==> src/ticu_pkg.sv <==
/*
 * Constants for the timer input-capture unit: count-source codes,
 * edge-select codes, filter sampling codes and widths.
 * Assumes nothing of its surroundings; used only by qualified names.
 */
package ticu_pkg;
    // ------------------------------------------------------------------
    // Widths
    // ------------------------------------------------------------------
    localparam int COUNT_W = 16;
    localparam int NUM_CH = 4;
    localparam logic [15:0] COUNT_RESET = 16'h0000;
    localparam logic [15:0] COUNT_MAX = 16'hFFFF;
    localparam int FILTER_MATCHES = 3;

    // ------------------------------------------------------------------
    // Count source select codes (three bits)
    // ------------------------------------------------------------------
    localparam logic [2:0] SRC_DIV1 = 3'h0;
    localparam logic [2:0] SRC_DIV2 = 3'h1;
    localparam logic [2:0] SRC_DIV4 = 3'h2;
    localparam logic [2:0] SRC_DIV8 = 3'h3;
    localparam logic [2:0] SRC_DIV32 = 3'h4;
    localparam logic [2:0] SRC_EXT = 3'h5;
    localparam logic [2:0] SRC_FAST = 3'h6;
    localparam int PRESCALE_W = 5;

    // ------------------------------------------------------------------
    // Edge select codes (two bits per channel)
    // ------------------------------------------------------------------
    localparam logic [1:0] EDGE_RISE = 2'h0;
    localparam logic [1:0] EDGE_FALL = 2'h1;
    localparam logic [1:0] EDGE_BOTH = 2'h2;

    // ------------------------------------------------------------------
    // Filter sampling clock select codes
    // ------------------------------------------------------------------
    localparam logic [1:0] FILT_DIV1 = 2'h0;
    localparam logic [1:0] FILT_DIV8 = 2'h1;
    localparam logic [1:0] FILT_DIV32 = 2'h2;
    localparam logic [1:0] FILT_SRC = 2'h3;

    // Channel indices.
    localparam int CH_A = 0;
    localparam int CH_B = 1;
    localparam int CH_C = 2;
    localparam int CH_D = 3;
endpackage

==> src/ticu_filter.sv <==
/*
 * Three-sample digital filter with edge detection for one capture pin.
 * Assumes the pin is synchronous to clk and that sample_en pulses at the
 * chosen sampling rate.
 */
`timescale 1ns/1ps
`default_nettype none
module ticu_filter
(
    input wire logic clk,
    input wire logic resetn,
    input wire logic pin,
    input wire logic filter_on,
    input wire logic sample_en,
    input wire logic [1:0] edge_cfg,
    output logic edge_hit
);
    logic [2:0] hist;
    logic level;
    logic level_q;
    logic [2:0] next_hist;
    logic next_level;
    logic next_level_q;

    // ------------------------------------------------------------------
    // Filter and edge detection
    // ------------------------------------------------------------------
    // With filter_on set, the accepted level only moves after three equal samples, so a
    // glitch no longer than two sample periods never reaches the capture logic.
    always_comb
    begin
        next_hist = hist;
        next_level = level;
        if (!filter_on)
        begin
            next_level = pin;
        end
        else if (sample_en)
        begin
            next_hist = {hist[1:0], pin};
            if (next_hist == 3'h7)
            begin
                next_level = 1'b1;
            end
            else if (next_hist == 3'h0)
            begin
                next_level = 1'b0;
            end
        end
        next_level_q = level;
    end

    always_ff @(posedge clk or negedge resetn)
    begin
        if (!resetn)
        begin
            hist <= 3'h0;
            level <= 1'b0;
            level_q <= 1'b0;
        end
        else
        begin
            hist <= next_hist;
            level <= next_level;
            level_q <= next_level_q;
        end
    end

    // Edge qualification against the selected polarity.
    always_comb
    begin
        unique case (edge_cfg)
            ticu_pkg::EDGE_RISE: edge_hit = level & ~level_q;
            ticu_pkg::EDGE_FALL: edge_hit = ~level & level_q;
            default: edge_hit = level ^ level_q;
        endcase
    end
endmodule // ticu_filter
`default_nettype wire

==> src/ticu_top.sv <==
/*
 * Input-capture mode of a 16-bit free-running timer with four channels.
 * Configuration arrives on plain ports; captured values, the count and
 * event pulses leave on registered outputs. Pins are synchronous to clk.
 */
// Notes on behaviour
// Counter adds one per count-source event and wraps over 65,536 counts.
// Count source: five prescaled clocks, fast oscillator, or external pin rising edges.
// Counting begins when the count-start bit is written 1.
// Writing 0 to the count-start bit halts counting, value is kept.
// A valid channel edge copies the counter into that general register.
// Each capture raises an interrupt request.
// Counter overflow from maximum raises an interrupt request.
// Each pin is independently a port or a capture input.
// Valid edge is rising, falling, or both, per channel.
// Software reads of the counter return the current count.
// Software may write the counter to load a new count.
// Buffer select makes C or D a buffer for A or B.
// Buffered capture moves the old A or B value into its buffer first.
// Software sets C edge select equal to A when C buffers A.
// Software sets D edge select equal to B when D buffers B.
// A buffering C or D still sets its match flag on its pin edge.
// With filter on, a level is accepted after three equal samples.
// The external interrupt pin has no cutoff role in capture mode.
// Counter and general registers are sixteen bits wide.
`timescale 1ns/1ps
`default_nettype none
module ticu_top
(
    input wire logic clk,
    input wire logic resetn,
    input wire logic count_start_bit,
    input wire logic [2:0] count_source_sel,
    input wire logic fast_oscillator_clock,
    input wire logic external_count_clock_pin,
    input wire logic count_write,
    input wire logic [15:0] count_write_data,
    input wire logic [3:0] capture_enable,
    input wire logic [1:0] edge_cfg_a,
    input wire logic [1:0] edge_cfg_b,
    input wire logic [1:0] edge_cfg_c,
    input wire logic [1:0] edge_cfg_d,
    input wire logic buffer_select_c,
    input wire logic buffer_select_d,
    input wire logic filter_enable,
    input wire logic [1:0] filter_clock_sel,
    input wire logic channel_pin_a,
    input wire logic channel_pin_b,
    input wire logic channel_pin_c,
    input wire logic channel_pin_d,
    input wire logic external_interrupt_pin,
    output logic [15:0] timer_count_value,
    output logic [15:0] general_reg_a,
    output logic [15:0] general_reg_b,
    output logic [15:0] general_reg_c,
    output logic [15:0] general_reg_d,
    output logic [3:0] capture_irq,
    output logic overflow_irq,
    output logic match_flag_c,
    output logic match_flag_d,
    output logic ext_irq
);
    logic [15:0] count;
    logic [ticu_pkg::PRESCALE_W-1:0] prescale;
    logic [2:0] ext_hist;
    logic fast_q;
    logic [15:0] gr [ticu_pkg::NUM_CH];
    logic [3:0] cap_irq;
    logic ovf;
    logic mf_c;
    logic mf_d;
    logic ext_q;
    logic ext_irq_r;
    logic [15:0] next_count;
    logic [ticu_pkg::PRESCALE_W-1:0] next_prescale;
    logic [2:0] next_ext_hist;
    logic next_fast_q;
    logic [15:0] next_gr [ticu_pkg::NUM_CH];
    logic [3:0] next_cap_irq;
    logic next_ovf;
    logic next_mf_c;
    logic next_mf_d;
    logic next_ext_q;
    logic next_ext_irq;
    logic tick;
    logic sample_en;
    logic [3:0] pins;
    logic [3:0] hit;
    logic [3:0] pin_event;
    logic [1:0] edge_sel [ticu_pkg::NUM_CH];

    // Returns high when the prescaler is at the end of a divide-by period.
    function automatic logic prescale_done(input logic [4:0] p, input logic [4:0] mask);
        prescale_done = ((p & mask) == mask);
    endfunction

    // ------------------------------------------------------------------
    // Count source selection
    // ------------------------------------------------------------------
    // The fast oscillator is sampled as a level like any pin; its rising
    // edges count, so it cannot count faster than half of clk.
    always_comb
    begin
        unique case (count_source_sel)
            ticu_pkg::SRC_DIV1: tick = 1'b1;
            ticu_pkg::SRC_DIV2: tick = prescale_done(prescale, 5'h01);
            ticu_pkg::SRC_DIV4: tick = prescale_done(prescale, 5'h03);
            ticu_pkg::SRC_DIV8: tick = prescale_done(prescale, 5'h07);
            ticu_pkg::SRC_DIV32: tick = prescale_done(prescale, 5'h1F);
            ticu_pkg::SRC_EXT: tick = ext_hist[1] & ~ext_hist[2];
            ticu_pkg::SRC_FAST: tick = fast_oscillator_clock & ~fast_q;
            default: tick = 1'b0;
        endcase
        unique case (filter_clock_sel)
            ticu_pkg::FILT_DIV1: sample_en = 1'b1;
            ticu_pkg::FILT_DIV8: sample_en = prescale_done(prescale, 5'h07);
            ticu_pkg::FILT_DIV32: sample_en = prescale_done(prescale, 5'h1F);
            default: sample_en = tick;
        endcase
    end

    // ------------------------------------------------------------------
    // Counter
    // ------------------------------------------------------------------
    // A software write takes priority over a tick in the same cycle.
    always_comb
    begin
        next_prescale = prescale + 5'h01;
        next_ext_hist = {ext_hist[1:0], external_count_clock_pin};
        next_fast_q = fast_oscillator_clock;
        next_count = count;
        next_ovf = 1'b0;
        if (count_write)
        begin
            next_count = count_write_data;
        end
        else if (count_start_bit && tick)
        begin
            next_count = count + 16'h0001;
            next_ovf = (count == ticu_pkg::COUNT_MAX);
        end
    end

    always_ff @(posedge clk or negedge resetn)
    begin
        if (!resetn)
        begin
            count <= ticu_pkg::COUNT_RESET;
            prescale <= 5'h00;
            ext_hist <= 3'h0;
            fast_q <= 1'b0;
            ovf <= 1'b0;
        end
        else
        begin
            count <= next_count;
            prescale <= next_prescale;
            ext_hist <= next_ext_hist;
            fast_q <= next_fast_q;
            ovf <= next_ovf;
        end
    end

    // ------------------------------------------------------------------
    // Capture inputs
    // ------------------------------------------------------------------
    assign pins = {channel_pin_d, channel_pin_c, channel_pin_b, channel_pin_a};
    assign edge_sel[ticu_pkg::CH_A] = edge_cfg_a;
    assign edge_sel[ticu_pkg::CH_B] = edge_cfg_b;
    assign edge_sel[ticu_pkg::CH_C] = edge_cfg_c;
    assign edge_sel[ticu_pkg::CH_D] = edge_cfg_d;

    for (genvar i = 0; i < ticu_pkg::NUM_CH; i++)
    begin : g_ch
        ticu_filter u_filter
        (
            .clk(clk),
            .resetn(resetn),
            .pin(pins[i]),
            .filter_on(filter_enable),
            .sample_en(sample_en),
            .edge_cfg(edge_sel[i]),
            .edge_hit(hit[i])
        );
    end

    // ------------------------------------------------------------------
    // General registers and events
    // ------------------------------------------------------------------
    // In buffered mode the C and D edge settings must match A and B, since
    // the buffer shift follows the A and B edge only.
    always_comb
    begin
        for (int k = 0; k < ticu_pkg::NUM_CH; k++)
        begin
            next_gr[k] = gr[k];
        end
        pin_event = hit & capture_enable;
        // A buffering C or D pin is no capture, so only its match flag pulses.
        next_cap_irq = pin_event;
        next_cap_irq[ticu_pkg::CH_C] = pin_event[ticu_pkg::CH_C] & ~buffer_select_c;
        next_cap_irq[ticu_pkg::CH_D] = pin_event[ticu_pkg::CH_D] & ~buffer_select_d;
        if (next_cap_irq[ticu_pkg::CH_A])
        begin
            next_gr[ticu_pkg::CH_A] = count;
            if (buffer_select_c)
            begin
                next_gr[ticu_pkg::CH_C] = gr[ticu_pkg::CH_A];
            end
        end
        if (next_cap_irq[ticu_pkg::CH_B])
        begin
            next_gr[ticu_pkg::CH_B] = count;
            if (buffer_select_d)
            begin
                next_gr[ticu_pkg::CH_D] = gr[ticu_pkg::CH_B];
            end
        end
        if (next_cap_irq[ticu_pkg::CH_C] && !buffer_select_c)
        begin
            next_gr[ticu_pkg::CH_C] = count;
        end
        if (next_cap_irq[ticu_pkg::CH_D] && !buffer_select_d)
        begin
            next_gr[ticu_pkg::CH_D] = count;
        end
        next_mf_c = pin_event[ticu_pkg::CH_C];
        next_mf_d = pin_event[ticu_pkg::CH_D];
        // The interrupt pin is only an ordinary falling-edge request here.
        next_ext_q = external_interrupt_pin;
        next_ext_irq = ext_q & ~external_interrupt_pin;
    end

    always_ff @(posedge clk or negedge resetn)
    begin
        if (!resetn)
        begin
            for (int k = 0; k < ticu_pkg::NUM_CH; k++)
            begin
                gr[k] <= 16'h0000;
            end
            cap_irq <= 4'h0;
            mf_c <= 1'b0;
            mf_d <= 1'b0;
            ext_q <= 1'b1;
            ext_irq_r <= 1'b0;
        end
        else
        begin
            for (int k = 0; k < ticu_pkg::NUM_CH; k++)
            begin
                gr[k] <= next_gr[k];
            end
            cap_irq <= next_cap_irq;
            mf_c <= next_mf_c;
            mf_d <= next_mf_d;
            ext_q <= next_ext_q;
            ext_irq_r <= next_ext_irq;
        end
    end

    // All outputs are flip-flop values.
    assign timer_count_value = count;
    assign general_reg_a = gr[ticu_pkg::CH_A];
    assign general_reg_b = gr[ticu_pkg::CH_B];
    assign general_reg_c = gr[ticu_pkg::CH_C];
    assign general_reg_d = gr[ticu_pkg::CH_D];
    assign capture_irq = cap_irq;
    assign overflow_irq = ovf;
    assign match_flag_c = mf_c;
    assign match_flag_d = mf_d;
    assign ext_irq = ext_irq_r;
endmodule // ticu_top
`default_nettype wire

==> config.mk <==
export PLATFORM = sky130hd
export DESIGN_NAME = ticu_top
export DESIGN_NICKNAME = d
export VERILOG_FILES = /design/src/ticu_pkg.sv /design/src/ticu_filter.sv /design/src/ticu_top.sv
export SDC_FILE = /design/constraint.sdc
export NUM_CORES = 1
export LEC_CHECK = 0
export ABC_CLOCK_PERIOD_IN_PS = 3100
export BUFFER_PORTS_ARGS = -buffer_cell sky130_fd_sc_hd__buf_2
export CORE_MARGIN = 4
export CORE_UTILIZATION = 53
export CTS_CLUSTER_DIAMETER = 40
export DETAILED_ROUTE_END_ITERATION = 8
export GPL_ROUTABILITY_DRIVEN = 0
export GPL_TIMING_DRIVEN = 0
export PLACE_DENSITY = 0.9
export SYNTH_ARGS = -nofsm -noshare
export SYNTH_HDL_FRONTEND = slang
export SYNTH_SLANG_ARGS = --single-unit
==> constraint.sdc <==
create_clock -name clk -period 3.1 [get_ports clk]
set_input_delay 0.93 -clock clk [delete_from_list [all_inputs] [get_ports clk]]
set_output_delay 0.93 -clock clk [all_outputs]
set_load 0.01 [all_outputs]
==> out/qor.yml, run 1 <==
status: "complete, no violations"
worst_path_max_delay_cell: "mux4_2"
post-cts-setup-buffers: 0
end_kind: "register"
dp_cells: 727
cts_buffer_depth: 2
yosys-top-cells-area: "dfrtp_1 (55%), mux2_2 (8.6%), mux2i_1 (5.1%), a21oi_1 (3.4%), ha_1 (2.9%)"
yosysTopAreaCell: "dfrtp_1"
hold_path.class: "reg -> reg"
rsz0062_at_grt: "no"
power.density_nw_per_um2: 901
ff_latch_area_um2: 2850
fp.dieH_um: 106
crit_type: "reg -> reg"
relSlewSlack: 0.546
post-route-period-util: 0.913
fmax_ghz: 0.353
drtAntennaViolNets: 0
grt_overflow: 0
seq_area_frac_synth: 0.557
core-area_um2: 9330
htree_num_levels: 4
fin_nets: 676
cp.arrival_ps: 3210
antenna_found_initial: 0
yosysWarnings: 0
final_max_slew_viol_count: 0
drive_above_1_share: 0.341
routed_wl_mm: 13.3
fin_setup_tns_ps: 0
yosysUniqueCellTypes: 37
whs_ps: 361
start_util: 0.549
area_delta_synth_final_pct: 28.1
num-fill-cells: 672
min_period_ps: 2830
io_pins: 135
crit_family: "multiplexers"
cp_common_cell: "ha_1"
synth_area_um2: 5120
root_buffer: "clkbuf_8"
dr.first_iter.drc_count: 308
die_x_um: 106
drc: 0
path_cells: "ha_1 -> and3_1 -> ha_1 -> or2_0 -> mux4_2 -> a41o_1 -> nand2_4 -> mux2_2"
worstSkewPairLatency_ps: 510
hpwl_mm: 9.71
max-vdd-ir-drop_uv: 382
worst_slew_pin_slew_ps: 681
crit_buf_inv: 0
dr.pass1.iters: 5
finalSetupViolCount: 0
clkTransAtPathRegs_ps: 50
worst_slack_ps: 270
grt_start_max_net_pins: 63
p_leak_nw: 3.31
dp_slack_ps: 237
grt_pass1_vias: 4451
via_count: 4309
crit_fanout: 9
start_kind: "register"
multi_input_area_um2: 2110
grt_usage: 0.245
ctsResizeCount: 0
num_rows: 35
hold_buffers: 0
syn_inst: 463
cts_buffers: 17
ys_ff_latch: 114
grt_pass1_wl_mm: 21.6
syn-num-nets: 522
critPathRequiredTime_ps: 3480
vias_per_cell: 5.68
port_buffers: 134
synth_top_area_share: 0.552
dieArea_um2: 11300
wl_per_cell_um: 17.5
final_cells: 759
cts_tree: "yes"
finClkSkew_ps: 7.71
drv_cap: 0
postSynthAreaPerCell_um2: 11.1
slowest_delay_ps: 590
diodes: 0
clock_sinks: 114
final-hold-violation-count: 0
[logic make-up (layout without fill, tap and decap cells)]
family | count (synthesis) | after routing | share of synthesized area
AOI/OAI and AO/OA | 77 | 77 | 0.0848
xor gates and xnor gates | 16 | 16 | 0.0274
adders and majority gates | 12 | 12 | 0.0293
buffers and inverters | 41 | 208 | 0.0313
DFF | 114 | 114 | 0.557
muxes | 67 | 67 | 0.144
and+or+nand+nor | 136 | 136 | 0.126
[flip-flops by register name, summed over array words and instances, names as in the netlist, 3 cells and up]
register,flops
capture_irq,4
prescale,5
general_reg_d,16
ext_hist,3
g_ch.u_filter.hist,8
g_ch.u_filter.level_q,4
timer_count_value,16
general_reg_c,16
g_ch.u_filter.level,4
general_reg_a,16
general_reg_b,16
[stage by stage]
stage,instance area (µm²),power (mW),util
after global routing,6560,6.24,0.703
after CTS,6560,5.93,0.703
after global placement,5950,3.92,0.638
final,6560,5.91,0.703
after detailed placement,5980,4.04,0.641
after floorplan,5120,3.24,-
[per-layer routing]
metal / vias up / global-route usage / routed length [µm]
met5: - / 0 / 0
met1: 2133 / 0.293 / 5250
li1: 1933 / - / -
met3: 41 / 0.0631 / 858
met4: 0 / 0.112 / 428
met2: 202 / 0.417 / 6780
[placed cells by master, fill, tap and decap left out, types with 2 or more instances in the layout]
cell type	n
bufinv_16	3
and3_1	3
o2111ai_1	2
clkbuf_16	16
a31oi_1	6
and2_1	3
nand2b_1	3
clkbuf_8	2
mux2i_1	26
nand4_1	15
a21oi_1	35
ha_1	12
nor2_1	40
buf_2	138
nor2b_1	3
o21ai_1	2
xor2_1	11
and4_1	3
o21ai_0	25
dfrtp_1	113
nor3_1	3
nand3_1	19
nand2_1	39
clkbuf_1	20
mux2_2	39
clkinv_2	6
xnor2_1	5
o211ai_1	2
o211a_1	2
inv_1	19
[synth_stat cells]
cell and number:
a21oi_1 35, a31oi_1 6, a41o_1 1, a41oi_1 1, and2_1 3, and3_1 3, and3_4 1, and4_1 3
buf_2 5, clkbuf_1 17, dfrtp_1 113, dfstp_2 1, ha_1 12, inv_1 19, mux2_2 39, mux2_4 1
mux2i_1 26, mux4_2 1, nand2_1 39, nand2_4 1, nand2b_1 3, nand3_1 19, nand4_1 15, nor2_1 40
nor2b_1 3, nor3_1 3, o2111ai_1 2, o2111ai_2 1, o211a_1 2, o211ai_1 2, o21ai_0 25, o21ai_1 2
or2_0 1, or2_1 1, or3b_2 1, xnor2_1 5, xor2_1 11
[power by group]
group          switching (mW)  internal (mW)  leakage, nW
Clock                   0.640           1.24        0.285
Combinational           0.929          0.757         1.67
Sequential              0.371           1.98         1.35
Total                    1.94           3.97         3.31
[final cells by class]
class                      count  area share
buffer                        22      0.0135
clock buffer                  21      0.0670
sequential                   114       0.435
multi-input combinational    308       0.321
inverter                      19      0.0109
tap                          129      0.0246
clock inverter                11      0.0208
timing repair buffer         135       0.107
[worst paths after layout]
kind	to	start	depth (start not counted)	slack, ps
hold reg to reg	ext_hist[1]	ext_hist[0]	0	360
max in group asynchronous	general_reg_c[0]	resetn	2	1890
min in group asynchronous	general_reg_b[14]	resetn	1	480
setup reg to reg	g_ch[0].u_filter.hist[1]	prescale[0]	8	270
setup / recovery	g_ch[0].u_filter.hist[1]	prescale[0]	8	270
hold / removal	ext_hist[1]	ext_hist[0]	0	360
(Power assumes the default switching activity.)
==> run 2: changes to the inputs <==
- CORE_MARGIN: 4 -> default
- PLACE_DENSITY: 0.9 -> 0.8
==> out/qor.yml, run 2 (synthesis results as in run 1) <==
cp_common_cell: "ha_1"  # unchanged
switching_share: 0.335  # was 0.328
grt_start_max_net_pins: 64  # was 63
diodes: 0  # unchanged
use_met3: 0.0592  # was 0.0631
fin_nets: 676  # unchanged
start_util: 0.552  # was 0.549
whs_ps: 358  # was 361 ps
grt_pass1_wl_mm: 20.2  # was 21.6 mm
min-delay-start: "ext_hist[0]"  # unchanged
grtUsageMet2: 0.436  # was 0.417
met1_usage: 0.349  # was 0.293
finalInstanceArea_um2: 6580  # was 6560 µm²
status: "complete, no violations"  # unchanged
path_cells: "ha_1 -> and3_1 -> ha_1 -> or2_0 -> mux4_2 -> a41o_1 -> nand2_4 -> mux2_2"  # unchanged
intPower_mw: 3.97  # about the same
die_x_um: 100  # was 106 µm
regToRegSetupSlack_ps: 290  # was 270 ps
layout_commonest_cell: "buf_2"  # unchanged
post-cts-setup-buffers: 0  # unchanged
port_buffers: 134  # unchanged
dr.pass1.iters: 5  # unchanged
grt_overflow: 0  # unchanged
hold_buffers: 0  # unchanged
drc: 0  # unchanged
ctsResizeCount: 0  # unchanged
min_period_ps: 2810  # was 2830 ps
hpwl_mm: 9.13  # was 9.71 mm
r2r_start: "prescale[0]"  # unchanged
crit_type: "reg -> reg"  # unchanged
worst_path_max_delay_cell: "mux4_2"  # unchanged
drv_cap: 0  # unchanged
num-fill-cells: 662  # was 672
drtAntennaViolNets: 0  # unchanged
start_kind: "register"  # unchanged
min_to: "ext_hist[1]"  # unchanged
cts_buffers: 17  # unchanged
power.density_nw_per_um2: 906  # was 901 nW/µm²
rsz0062_at_grt: "no"  # unchanged
r2r_cells: 8  # unchanged
fp.dieH_um: 100  # was 106 µm
finClkSkew_ps: 13.1  # was 7.71 ps
utilization: 0.709  # was 0.703
routed_wl_mm: 13.0  # was 13.3 mm
cts_tree: "yes"  # unchanged
final_cells: 759  # unchanged
antenna_found_initial: 0  # unchanged
core-area_um2: 9280  # was 9330 µm²
area_delta_synth_final_pct: 28.5  # was 28.1%
top_usage_layer: "met2"  # unchanged
cts_buffer_depth: 2  # unchanged
worst_slew_pin_slew_ps: 816  # was 681 ps
vias_per_cell: 5.52  # was 5.68
io_pins: 135  # unchanged
worstSkewPairLatency_ps: 520  # was 510 ps
slowest_delay_ps: 570  # was 590 ps
p_comb_frac: 0.279  # was 0.285
clock_sinks: 114  # unchanged
crit_fanout: 9  # unchanged
hold_path.class: "reg -> reg"  # unchanged
htree_num_levels: 4  # unchanged
post-route-period-util: 0.907  # was 0.913
final-hold-violation-count: 0  # unchanged
end_kind: "register"  # unchanged
max-vdd-ir-drop_uv: 389  # was 382 µV
via_count: 4187  # was 4309
clkTransAtPathRegs_ps: 60  # was 50 ps
rr_endpoint: "g_ch[3].u_filter.hist[0]"  # was g_ch[0].u_filter.hist[1]
grt_pass1_vias: 4065  # was 4451
critPathRequiredTime_ps: 3490  # was 3480 ps
relSlewSlack: 0.456  # was 0.546
fmax_ghz: 0.356  # was 0.353 GHz
dr.first_iter.drc_count: 250  # was 308
dp_cells: 727  # unchanged
finalSetupViolCount: 0  # unchanged
switchingPower_mw: 2.00  # was 1.94 mW
power.share.sequential: 0.395  # was 0.398
clkPwrFrac: 0.326  # was 0.317
drive_above_1_share: 0.346  # was 0.341
cp.arrival_ps: 3200  # was 3210 ps
final_cell_mix: "buf_2 (138), dfrtp_1 (113), nor2_1 (40)"  # unchanged
grt_usage: 0.270  # was 0.245
p_leak_nw: 3.30  # was 3.31 nW
final_max_slew_viol_count: 0  # unchanged
finalPower_mw: 5.96  # was 5.91 mW
dpl_cell_area_um2: 5980  # unchanged
dieArea_um2: 10100  # was 11300 µm²
root_buffer: "clkbuf_8"  # unchanged
wl_per_cell_um: 17.1  # was 17.5 µm
holdPathStages: 0  # unchanged
num_rows: 35  # unchanged
-- run 2: worst max-delay path by stage --
stage / from / to / slack, ps / cells after the start
2_1_floorplan: prescale[0] / g_ch[0].u_filter.hist[0] / 540 / 8
3_3_place_gp: resetn / prescale[1] / -160 / 1
3_5_place_dp: edge_cfg_d[0] / general_reg_d[14] / 220 / 7
4_1_cts: prescale[0] / g_ch[2].u_filter.hist[0] / 270 / 8
5_1_grt: prescale[0] / g_ch[2].u_filter.hist[0] / 180 / 8
6_report: prescale[0] / g_ch[3].u_filter.hist[0] / 290 / 8
-- run 2: per-layer routing --
metal | wire length, µm | vias up
li1 | - | 1936
met1 | 5540 | 2046
met2 | 6440 | 182
met3 | 746 | 23
met4 | 266 | 0
met5 | 0 | -
-- run 2: area by class of cell --
type,instances,area (µm²),share of cell area
clock buffers,17,414,0.0629
repair buffers,135,701,0.106
well taps,129,161,0.0245
plain buffers,22,88.8,0.0135
clock inverters,15,183,0.0278
multi-input cells,308,2110,0.320
flip-flops and latches,114,2850,0.434
inverters,19,71.3,0.0108
-- run 2: worst max-delay path, delay by kind of cell (launching register included) --
family          cells  cell delay, ps
simple gates        3             550
fa+ha+maj           2             430
flops               1             410
mux                 2             910
compound gates      1             380
-- run 2: metrics by stage --
| stage | worst slack [ps] | TNS [ps] |
|---|---|---|
| after floorplan | 539 | 0 |
| after global placement | -164 | -17980 |
| after detailed placement | 224 | 0 |
| after CTS | 268 | 0 |
| after global routing | 180 | 0 |
| final | 287 | 0 |
-- run 2: power groups by stage --
stage	registers [mW]	logic (mW)	clock network (mW)
floorplan	2.51	0.736	0
global placement	2.33	1.57	0
detailed placement	2.36	1.65	0
CTS	2.34	1.67	1.96
global route	2.41	1.82	2.04
finish	2.35	1.67	1.94
